<file path="src/rtl/spdb_cfg.svh">
// Register map, field positions, reset values and prescale counts.
`ifndef SPDB_CFG_SVH
`define SPDB_CFG_SVH

// ==========================================================================
// Register offsets on the plain register port
`define SPDB_ADDR_W          4
`define SPDB_OFS_RX_DATA     4'h0
`define SPDB_OFS_TX_DATA     4'h1
`define SPDB_OFS_DIV_LOW     4'h2
`define SPDB_OFS_DIV_HIGH    4'h3
`define SPDB_OFS_RX_STAT     4'h4
`define SPDB_OFS_TX_STAT     4'h5
`define SPDB_OFS_BAUD_CTRL   4'h6
`define SPDB_OFS_IRQ_STATUS  4'h7
`define SPDB_OFS_IRQ_MASK    4'h8

// ==========================================================================
// Field positions
`define SPDB_BIT_NINTH       0
`define SPDB_BIT_RX_AVAIL    1
`define SPDB_BIT_TX_EMPTY    1
`define SPDB_BIT_HIGH_SPEED  2
`define SPDB_BIT_WIDE        3
`define SPDB_BIT_SYNC        4
`define SPDB_BIT_NINE_EN     6
`define SPDB_IRQ_RX          0
`define SPDB_IRQ_TX          1
`define SPDB_IRQ_OVERRUN     2

// ==========================================================================
// Reset values and prescale terminal counts (factor minus one)
`define SPDB_RESET_BYTE      8'h00
`define SPDB_PRESCALE_SLOW   6'h3f
`define SPDB_PRESCALE_MID    6'h0f
`define SPDB_PRESCALE_FAST   6'h03

`endif

</file>
<file path="src/rtl/spdb_pkg.sv">
// Types shared by the serial port data and baud register front end.
package spdb_pkg;

  typedef logic [7:0] spdb_byte_t;
  typedef logic [8:0] spdb_char_t;
  typedef logic [2:0] spdb_irq_t;

  typedef struct packed {
    spdb_byte_t rdata;
    spdb_byte_t tx_data;
    spdb_byte_t div_lo;
    spdb_byte_t div_hi;
    spdb_char_t rx_head;
    spdb_char_t rx_next;
    spdb_char_t tx_char;
    logic       rx_head_v;
    logic       rx_next_v;
    logic       tx_full;
    logic       tx_ninth;
    logic       rx_nine_en;
    logic       tx_nine_en;
    logic       high_speed;
    logic       sync_mode;
    logic       wide;
    logic       restart;
    spdb_irq_t  irq_status;
    spdb_irq_t  irq_mask;
  } spdb_regs_t;

  typedef struct packed {
    logic [5:0]  prescale;
    logic [15:0] count;
    logic        tick;
  } spdb_baud_st_t;

endpackage

</file>
<file path="src/rtl/spdb_baud_if.sv">
// Connection between the register front end and the baud rate counter.
`timescale 1ns/1ns
`default_nettype none
interface spdb_baud_if;
  logic [15:0] divisor;
  logic        wide;
  logic        high_speed;
  logic        sync_mode;
  logic        restart;
  logic        tick;
  modport ctrl (output divisor, wide, high_speed, sync_mode, restart,
                input tick);
  modport gen  (input divisor, wide, high_speed, sync_mode, restart,
                output tick);
endinterface
`default_nettype wire

</file>
<file path="src/rtl/spdb_baud_gen.sv">
// Baud rate counter: prescaler and divisor count, one tick per period.
`timescale 1ns/1ns
`default_nettype none
`include "spdb_cfg.svh"
module spdb_baud_gen (
  input wire logic sys_clk_i,
  input wire logic reset_n_i,
  spdb_baud_if.gen baud
);
  import spdb_pkg::*;

  spdb_baud_st_t s;
  spdb_baud_st_t next_s;
  logic [5:0]    pre_top;
  logic [15:0]   limit;

  // ========================================================================
  // Counter
  always_comb begin
    if (baud.sync_mode) begin
      pre_top = `SPDB_PRESCALE_FAST;
    end else if (baud.wide) begin
      pre_top = baud.high_speed ? `SPDB_PRESCALE_FAST
                                : `SPDB_PRESCALE_MID;
    end else begin
      pre_top = baud.high_speed ? `SPDB_PRESCALE_MID
                                : `SPDB_PRESCALE_SLOW;
    end
    limit = baud.wide ? baud.divisor
                      : {8'h00, baud.divisor[7:0]};
    next_s      = s;
    next_s.tick = 1'b0;
    // Compare with >= so a mode change never strands the count above
    // its new terminal value.
    if (baud.restart) begin
      next_s.prescale = 6'h00;
      next_s.count    = 16'h0000;
    end else if (s.prescale >= pre_top) begin
      next_s.prescale = 6'h00;
      if (s.count >= limit) begin
        next_s.count = 16'h0000;
        next_s.tick  = 1'b1;
      end else begin
        next_s.count = s.count + 16'h0001;
      end
    end else begin
      next_s.prescale = s.prescale + 6'h01;
    end
  end

  always_ff @(posedge sys_clk_i or negedge reset_n_i) begin
    if (!reset_n_i) begin
      s <= '0;
    end else begin
      s <= next_s;
    end
  end

  assign baud.tick = s.tick;

  logic [23:0] period;
  logic [23:0] period_q;
  logic [23:0] gap;
  logic        clean;
  logic [5:0]  pre_q;
  logic [15:0] limit_q;

  assign period = (24'(pre_top) + 24'h000001) * (24'(limit) + 24'h000001);

  always_ff @(posedge sys_clk_i or negedge reset_n_i) begin
    if (!reset_n_i) begin
      gap      <= 24'h000000;
      clean    <= 1'b0;
      pre_q    <= 6'h00;
      limit_q  <= 16'h0000;
      period_q <= 24'h000000;
    end else begin
      pre_q    <= pre_top;
      limit_q  <= limit;
      period_q <= period;
      if (baud.restart) begin
        gap <= 24'hffffff;
      end else if (s.tick) begin
        gap <= 24'h000000;
      end else begin
        gap <= gap + 24'h000001;
      end
      if (baud.restart || s.tick) begin
        clean <= 1'b1;
      end else if (pre_top != pre_q || limit != limit_q) begin
        clean <= 1'b0;
      end
    end
  end
endmodule
`default_nettype wire

</file>
<file path="src/rtl/spdb_regs.sv">
// Serial port data and baud divisor register front end.
`timescale 1ns/1ns
`default_nettype none
`include "spdb_cfg.svh"

module spdb_regs (
  input  wire logic                    sys_clk_i,
  input  wire logic                    reset_n_i,
  input  wire logic [`SPDB_ADDR_W-1:0] reg_addr_i,
  input  wire spdb_pkg::spdb_byte_t    reg_wdata_i,
  input  wire logic                    reg_wr_i,
  input  wire logic                    reg_rd_i,
  output logic                         irq_o,
  output spdb_pkg::spdb_byte_t         reg_rdata_o,
  input  wire logic                    rx_char_valid_i,
  input  wire spdb_pkg::spdb_char_t    rx_char_i,
  output logic                         tx_char_valid_o,
  output spdb_pkg::spdb_char_t         tx_char_o,
  input  wire logic                    tx_char_take_i,
  output logic                         baud_tick_o,
  output logic                         sync_mode_o,
  output logic                         rx_nine_en_o,
  output logic                         tx_nine_en_o
);
  import spdb_pkg::*;

  spdb_regs_t s;
  spdb_regs_t next_s;
  spdb_byte_t rx_stat;
  spdb_byte_t tx_stat;
  spdb_byte_t baud_ctrl;
  spdb_irq_t  irq_set;
  spdb_irq_t  irq_clr;
  logic       rx_pop;
  logic       tx_load;
  logic       tx_taken;

  spdb_baud_if baud_bus ();

  // ========================================================================
  // Status views
  always_comb begin
    rx_stat                      = 8'h00;
    rx_stat[`SPDB_BIT_NINTH]     = s.rx_head[8];
    rx_stat[`SPDB_BIT_RX_AVAIL]  = s.rx_head_v;
    rx_stat[`SPDB_BIT_NINE_EN]   = s.rx_nine_en;
    tx_stat                      = 8'h00;
    tx_stat[`SPDB_BIT_NINTH]     = s.tx_ninth;
    tx_stat[`SPDB_BIT_TX_EMPTY]  = !s.tx_full;
    tx_stat[`SPDB_BIT_HIGH_SPEED] = s.high_speed;
    tx_stat[`SPDB_BIT_SYNC]      = s.sync_mode;
    tx_stat[`SPDB_BIT_NINE_EN]   = s.tx_nine_en;
    baud_ctrl                    = 8'h00;
    baud_ctrl[`SPDB_BIT_WIDE]    = s.wide;
  end

  // ========================================================================
  // Next state
  always_comb begin
    next_s         = s;
    next_s.rdata   = `SPDB_RESET_BYTE;
    next_s.restart = 1'b0;
    irq_set        = 3'h0;
    irq_clr        = 3'h0;
    rx_pop   = reg_rd_i && (reg_addr_i == `SPDB_OFS_RX_DATA)
               && s.rx_head_v;
    tx_taken = tx_char_take_i && s.tx_full;
    // The holding slot frees in the same cycle the engine takes it, so a
    // write in that cycle is not refused.
    tx_load  = reg_wr_i && (reg_addr_i == `SPDB_OFS_TX_DATA)
               && (!s.tx_full || tx_taken);

    if (reg_rd_i) begin
      case (reg_addr_i)
        `SPDB_OFS_RX_DATA: begin
          next_s.rdata = s.rx_head[7:0];
        end
        `SPDB_OFS_TX_DATA: begin
          next_s.rdata = s.tx_data;
        end
        `SPDB_OFS_DIV_LOW: begin
          next_s.rdata = s.div_lo;
        end
        `SPDB_OFS_DIV_HIGH: begin
          next_s.rdata = s.div_hi;
        end
        `SPDB_OFS_RX_STAT: begin
          next_s.rdata = rx_stat;
        end
        `SPDB_OFS_TX_STAT: begin
          next_s.rdata = tx_stat;
        end
        `SPDB_OFS_BAUD_CTRL: begin
          next_s.rdata = baud_ctrl;
        end
        `SPDB_OFS_IRQ_STATUS: begin
          next_s.rdata = {5'h00, s.irq_status};
        end
        `SPDB_OFS_IRQ_MASK: begin
          next_s.rdata = {5'h00, s.irq_mask};
        end
        default: begin
          next_s.rdata = 8'h00;
        end
      endcase
    end

    if (reg_wr_i) begin
      case (reg_addr_i)
        `SPDB_OFS_DIV_LOW: begin
          next_s.div_lo  = reg_wdata_i;
          next_s.restart = 1'b1;
        end
        `SPDB_OFS_DIV_HIGH: begin
          next_s.div_hi  = reg_wdata_i;
          next_s.restart = 1'b1;
        end
        `SPDB_OFS_RX_STAT: begin
          next_s.rx_nine_en = reg_wdata_i[`SPDB_BIT_NINE_EN];
        end
        `SPDB_OFS_TX_STAT: begin
          next_s.tx_ninth   = reg_wdata_i[`SPDB_BIT_NINTH];
          next_s.high_speed = reg_wdata_i[`SPDB_BIT_HIGH_SPEED];
          next_s.sync_mode  = reg_wdata_i[`SPDB_BIT_SYNC];
          next_s.tx_nine_en = reg_wdata_i[`SPDB_BIT_NINE_EN];
        end
        `SPDB_OFS_BAUD_CTRL: begin
          next_s.wide = reg_wdata_i[`SPDB_BIT_WIDE];
        end
        `SPDB_OFS_IRQ_STATUS: begin
          irq_clr = reg_wdata_i[2:0];
        end
        `SPDB_OFS_IRQ_MASK: begin
          next_s.irq_mask = reg_wdata_i[2:0];
        end
        default: begin
          irq_clr = 3'h0;
        end
      endcase
    end

    // Transmit holding slot. The ninth bit is sampled at the data write,
    // which is why software must set it first.
    if (tx_taken) begin
      next_s.tx_full         = 1'b0;
      irq_set[`SPDB_IRQ_TX]  = 1'b1;
    end
    if (tx_load) begin
      next_s.tx_data = reg_wdata_i;
      next_s.tx_char = {s.tx_ninth, reg_wdata_i};
      next_s.tx_full = 1'b1;
    end

    // Two-entry receive buffer: the visible head and one waiting behind.
    if (rx_pop) begin
      next_s.rx_head   = s.rx_next;
      next_s.rx_head_v = s.rx_next_v;
      next_s.rx_next_v = 1'b0;
    end
    if (rx_char_valid_i) begin
      irq_set[`SPDB_IRQ_RX] = 1'b1;
      if (!next_s.rx_head_v) begin
        next_s.rx_head   = rx_char_i;
        next_s.rx_head_v = 1'b1;
      end else if (!next_s.rx_next_v) begin
        next_s.rx_next   = rx_char_i;
        next_s.rx_next_v = 1'b1;
      end else begin
        // Both slots hold unread data; the newest character is dropped
        // so the oldest stays intact for software.
        irq_set[`SPDB_IRQ_OVERRUN] = 1'b1;
      end
    end

    // A new event in the same cycle as its clear keeps the bit set.
    next_s.irq_status = (s.irq_status & ~irq_clr) | irq_set;
  end

  always_ff @(posedge sys_clk_i or negedge reset_n_i) begin
    if (!reset_n_i) begin
      s <= '0;
    end else begin
      s <= next_s;
    end
  end

  // ========================================================================
  // Baud counter
  assign baud_bus.divisor    = {s.div_hi, s.div_lo};
  assign baud_bus.wide       = s.wide;
  assign baud_bus.high_speed = s.high_speed;
  assign baud_bus.sync_mode  = s.sync_mode;
  assign baud_bus.restart    = s.restart;

  spdb_baud_gen u_baud_gen (
    .sys_clk_i (sys_clk_i),
    .reset_n_i (reset_n_i),
    .baud      (baud_bus)
  );

  // ========================================================================
  // Outputs
  assign reg_rdata_o     = s.rdata;
  assign tx_char_valid_o = s.tx_full;
  assign tx_char_o       = s.tx_char;
  assign baud_tick_o     = baud_bus.tick;
  assign sync_mode_o     = s.sync_mode;
  assign rx_nine_en_o    = s.rx_nine_en;
  assign tx_nine_en_o    = s.tx_nine_en;
  assign irq_o           = |(s.irq_status & s.irq_mask);
endmodule
`default_nettype wire

</file>
<file path="config.mk">
export PLATFORM = sky130hd
export DESIGN_NAME = spdb_regs
export DESIGN_NICKNAME = d
export VERILOG_FILES = /design/src/rtl/spdb_pkg.sv /design/src/rtl/spdb_baud_if.sv /design/src/rtl/spdb_baud_gen.sv /design/src/rtl/spdb_regs.sv
export VERILOG_INCLUDE_DIRS = /design/src /design/src/rtl
export SDC_FILE = /design/constraint.sdc
export NUM_CORES = 1
export LEC_CHECK = 0
export BUFFER_PORTS_ARGS = -buffer_cell sky130_fd_sc_hd__buf_4
export CORE_ASPECT_RATIO = 2
export CORE_MARGIN = 5
export CORE_UTILIZATION = 64
export DETAILED_ROUTE_END_ITERATION = 10
export PLACE_DENSITY = 0.86
export RECOVER_POWER = 25
export SLEW_MARGIN = 20
export SYNTH_ARGS = -nofsm -noshare
export SYNTH_HDL_FRONTEND = slang
export SYNTH_HIERARCHICAL = 1
export SYNTH_SLANG_ARGS = --single-unit
</file>
<file path="constraint.sdc">
create_clock -name sys_clk_i -period 7.4 [get_ports sys_clk_i]
set_input_delay 0.37 -clock sys_clk_i [delete_from_list [all_inputs] [get_ports sys_clk_i]]
set_output_delay 0.37 -clock sys_clk_i [all_outputs]
set_load 0.01 [all_outputs]
</file>
Word-level counts from Yosys, hierarchy flattened. Index checks and enable logic that the tools add are counted.

Reductions and logical operators: 19. Order comparisons: 2. Add/sub/neg operators: 2. Multiplexer cells: 32. Eq/ne operators: 8. Bitwise logic cells: 5.

Operators by type and width (count): case mux 8 bit (9 select lines) (1); 2-to-1 mux 9 bit (4); 2-to-1 mux 16 bit (2); 2-to-1 mux 6 bit (4); 2-to-1 mux 22 bit (1); 2-to-1 mux 18 bit (1); 2-to-1 mux 17 bit (1); adder 16 x 1 -> 16 bit (second input constant) (1); == test 4 x 3 -> 1 bit (second input constant) (4); greater-or-equal comparator 16 bit (1); 2-to-1 mux 1 bit (12); AND reduction 2 bit (6); == test 4 x 2 -> 1 bit (second input constant) (2); 2-to-1 mux 8 bit (1); adder 6 x 1 -> 6 bit (second input constant) (1); AND 3 bit (2); greater-or-equal comparator 6 bit (1); 2-to-1 mux 3 bit (2); logical AND 1 bit (5); == test 4 x 1 -> 1 bit (second input constant) (1); == test 4 bit (second input constant) (1); zero test 4 bit (1); 2-to-1 mux 2 bit (2); 2-to-1 mux 4 bit (1); 9 further kinds (10).

Bits of input ports: 27. Bits in registers: 98.

Depth between registers and ports, before layout.
Word-level depth: 8. Depth in mapped cells: 11. Depth with buffers taken out: 8.

By module. Netlist, hierarchy kept.

Modules (own cells, without submodules): spdb_regs (area each 3286.9 um^2, cells each 269, seq. area each 1676.6 um^2, times used 1); spdb_baud_gen (area each 1662.8 um^2, cells each 188, seq. area each 575.6 um^2, times used 1).

Least setup slack after synthesis. OpenSTA, ideal clock, no wires.

Path kind: register -> register. Start point: reg s, in the netlist baud_bus.wide. End point: reg u_baud_gen/s[7] in the netlist's numbering. Cell stages (with the launch flop): 12. Arrival: 2.484 ns. Path buffers: 3. Path slack: 4.834 ns. Required time: 7.318 ns. Period minus slack after synthesis: 2.566 ns. Cells stage by stage: dfrtp_1 > clkbuf_1 > nand2_1 > ha_1 > a211oi_2 > nor2_1 > or4_4 > nor4_2 > buf_6 > buf_12 > o21ai_2 > a31oi_1.

Longest elaborated chain between the ends: 5. Elaborated cells between the ends (all ways): 9. Classes of those cells: order compare (2); mux (6); reduce/logical (1).

RTL lines: start: declaration (line spdb_regs.sv:27) `spdb_regs_t s;`; start signal: assignment (line spdb_regs.sv:183) `s <= next_s;`; 2-to-1 mux 16 bit (line spdb_baud_gen.sv:29) `limit = baud.wide ? baud.divisor`; greater-or-equal comparator 16 bit (line spdb_baud_gen.sv:40) `if (s.count >= limit) begin`; 2-to-1 mux 16 bit (line spdb_baud_gen.sv:40); 2-to-1 mux 17 bit (line spdb_baud_gen.sv:38) `end else if (s.prescale >= pre_top) begin`; 2-to-1 mux 22 bit (line spdb_baud_gen.sv:35) `if (baud.restart) begin`; end signal: assignment (line spdb_baud_gen.sv:55) `s <= next_s;`; end: declaration (line spdb_baud_gen.sv:12) `spdb_baud_st_t s;`.

Several ways; a longest one is shown, not always the timed one. The select of a mux whose other input is x is not followed. A chain may end at the register's enable or synchronous reset.

Final worst setup path.
Start point: reg s, in the netlist baud_bus.wide. End point: reg u_baud_gen/s[8] in the netlist's numbering.

Same word-level chain as after synthesis.

==> impl_metrics.env <==
export IMPL_status="completed"
export IMPL_cts_resized=0
export IMPL_area_growth_pct=11.0
export IMPL_wl_per_cell_um=19.5
export IMPL_synth_async_sr_flop_share=1.00
export IMPL_dp_hpwl_um=8440
export IMPL_die_h_um=134
export IMPL_synth_avg_cell_area_sq_um=10.8
export IMPL_routed_wl_um=11400
export IMPL_stdcell_area_sq_um=5490
export IMPL_critPathCaptureType="flop"
export IMPL_period_share=0.385
export IMPL_die_w_um=72.2
export IMPL_io_buffers=49
export IMPL_netlist_cell_type_count=60
export IMPL_cap_violations=0
export IMPL_core_area_sq_um=7600
export IMPL_fin_cells=583
export IMPL_htree_levels=3
export IMPL_min_path_type="input port to asynchronous set/reset pin"
export IMPL_cp_cell_sequence="nand2_1, ha_1, a211oi_2, nor2_1, or4_4, nor4_4, buf_4, or2b_1, a31oi_1"
export IMPL_worstPathRequired_ns=7.66
export IMPL_place_area_sq_um=5190
export IMPL_power_mw=1.59
export IMPL_vias=3692
export IMPL_p_leak_nw=2.50
export IMPL_hold_violations=0
export IMPL_grt_max_degree=91
export IMPL_max_clock_path_buffers=2
export IMPL_grt_use_total=0.253
export IMPL_first_global_vias=3845
export IMPL_syn_inst=457
export IMPL_dieArea_sq_um=9700
export IMPL_root_buffer="clkbuf_16"
export IMPL_cts_buffers=9
export IMPL_drive_gt1_frac=0.266
export IMPL_relSlewSlack=0.272
export IMPL_tns_ns=0
export IMPL_place_gp_congestion=0.936
export IMPL_placed_cells=567
export IMPL_tightest_slew_ns=1.08
export IMPL_num_antenna_cells=0
export IMPL_vias_per_cell=6.33
export IMPL_grt_overflow=0
export IMPL_post_cts_setup_buffers=0
export IMPL_ant_nets=0
export IMPL_synth_edf_count=0
export IMPL_arrival_ns=3.11
export IMPL_initialDrtViolationCount=210
export IMPL_power_density_nw_per_um2=289
export IMPL_skew_ns=0.00710
export IMPL_clkTransAtPathRegs_ns=0.07
export IMPL_start_util=0.651
export IMPL_ys_flop_type="dfrtp_1"
export IMPL_slowest_delay_ns=0.56
export IMPL_netlist_area_sq_um=4950
export IMPL_num_rows=45
export IMPL_synth_seq_cells=90
export IMPL_timing_fmax_mhz=351
export IMPL_grt_first_pass_wirelength_um=18700
export IMPL_ys_warn_count=6
export IMPL_antenna_found_initial=0
export IMPL_path_max_fanout=30
export IMPL_crit_family="simple AND/OR/NAND/NOR gates"
export IMPL_syn_nets=506
export IMPL_reg2reg_slack_ns=4.55
export IMPL_drc=0
export IMPL_path_buf_inv=1
export IMPL_synth_seq_area_share=0.455
export IMPL_num_io_pins=50
export IMPL_cts_tree="done"
export IMPL_startpoint_type="flop"
export IMPL_finalSetupViolations=0
export IMPL_drtPass1Iterations=5
export IMPL_cp_slowest_cell="dfrtp_1"
export IMPL_period_needed_ns=2.85
export IMPL_nets=533
export IMPL_clk_latency_ns=0.34
export IMPL_postCtsHoldBufs=0
export IMPL_clock_sinks=90
export IMPL_drv_slew=0
export IMPL_critPathKind="flop to flop"
export IMPL_rsz0062_at_grt="false"
export IMPL_vdd_drop_max_uv=209
[flip-flops by register name, summed over array words and instances (netlist names), 2 cells and up]
signal            flops
tx_char_o             2
reg_rdata_o           8
rx_stat               2
baud_bus.divisor     16
s                    32
u_baud_gen/s         22
[cells by family after synthesis]
logic type	after synthesis	share of synthesized area
buf+inv	47	0.0632
xor+xnor	4	0.00708
compound gates	93	0.126
simple gates	139	0.151
fa+ha+maj	22	0.0556
flops	90	0.455
mux	62	0.142
[layout make-up]
type / count / area (sq um)
clock inverter: 7 / 76.3
clock buffer: 9 / 225
inverter: 13 / 48.8
timing repair buffer: 50 / 379
multi-input combinational: 320 / 2390
sequential: 90 / 2250
tap: 94 / 118
fill: 550 / 2110
[layout by cell type, fill, tap and decap left out, types with 2 or more instances in the layout]
| cell type | n |
|---|---|
| a2111oi_0 | 2 |
| a211o_1 | 2 |
| a21o_1 | 2 |
| a21oi_1 | 34 |
| a22o_1 | 5 |
| a22oi_1 | 3 |
| a31oi_1 | 14 |
| a32o_1 | 2 |
| a41oi_1 | 3 |
| and2_1 | 4 |
| and3_1 | 7 |
| buf_4 | 49 |
| clkbuf_16 | 9 |
| clkinvlp_4 | 2 |
| dfrtp_1 | 90 |
| ha_1 | 22 |
| inv_1 | 13 |
| inv_6 | 2 |
| mux2_2 | 45 |
| mux2i_1 | 15 |
| mux4_2 | 2 |
| nand2_1 | 34 |
| nand2b_1 | 10 |
| nand3_1 | 10 |
| nand3b_1 | 4 |
| nand4_1 | 5 |
| nor2_1 | 31 |
| nor2_4 | 3 |
| nor2b_1 | 6 |
| nor3_1 | 8 |
| nor3b_1 | 2 |
| nor4_1 | 2 |
| o21ai_0 | 12 |
| o21ai_2 | 3 |
| o2bb2ai_1 | 2 |
| or2b_1 | 2 |
| xnor2_1 | 2 |
| xor2_1 | 2 |
[worst reg2reg max path, delay by kind of cell, from the launching register on]
family | cells | cell delay [ns]
compound gates | 2 | 0.35
fa+ha+maj | 1 | 0.32
buf+inv | 1 | 0.32
flops | 1 | 0.56
simple gates | 5 | 1.21
[worst paths after layout]
kind                                     to  depth (start not counted)              from
min                         u_baud_gen/s[8]                          1         reset_n_i
min in group sys_clk_i                 s[3]                          2   rx_char_valid_i
max reg2reg                 u_baud_gen/s[8]                          9     baud_bus.wide
min reg2reg                u_baud_gen/s[17]                          1  u_baud_gen/s[17]
max in group asynchronous        rx_stat[1]                          1         reset_n_i
max                         u_baud_gen/s[8]                          9     baud_bus.wide
[Yosys cell counts, types with 3 or more instances]
cell	n	area [sq um]
o21ai_2	3	26.3
nor2_4	3	33.8
nand3b_1	4	30.0
buf_6	4	45.0
buf_2	3	15.0
mux2i_1	15	150
a22o_1	5	43.8
a22oi_1	3	22.5
dfrtp_1	90	2250
nand3_1	10	50.1
a21oi_1	34	170
a31oi_1	14	87.6
buf_4	20	150
mux2_2	45	507
and3_1	7	43.8
inv_1	13	48.8
nor2b_1	6	37.5
o21ai_0	12	60.1
clkbuf_1	5	18.8
nor3_1	8	40.0
ha_1	22	275
nand4_1	5	31.3
nand2_1	34	128
nor2_1	31	116
nand2b_1	10	62.6
a41oi_1	3	26.3
and2_1	4	25.0
[power breakdown]
part	total (mW)	internal (mW)	switching, mW
clock network	0.461	0.264	0.197
logic	0.430	0.208	0.222
registers	0.696	0.600	0.0961
total	1.59	1.07	0.516
[per-stage QoR]
step	setup WS (ns)	hold WS (ns)	util
floorplan	4.83	0.0744	-
global placement	4.65	0.448	0.682
detailed placement	4.59	0.463	0.682
CTS	4.56	0.242	0.722
global route	4.37	0.165	0.723
finish	4.55	0.0858	0.723
[per-layer routing]
metal  share of wire  wire (um)  vias up  global-route usage
li1                -          -     1696                   -
met1            0.34       3850     1801               0.257
met2            0.55       6250      142               0.453
met3           0.038        436       53              0.0413
met4           0.071        807        0               0.177
met5               0          0        -                   0
(Power assumes the default switching activity.)
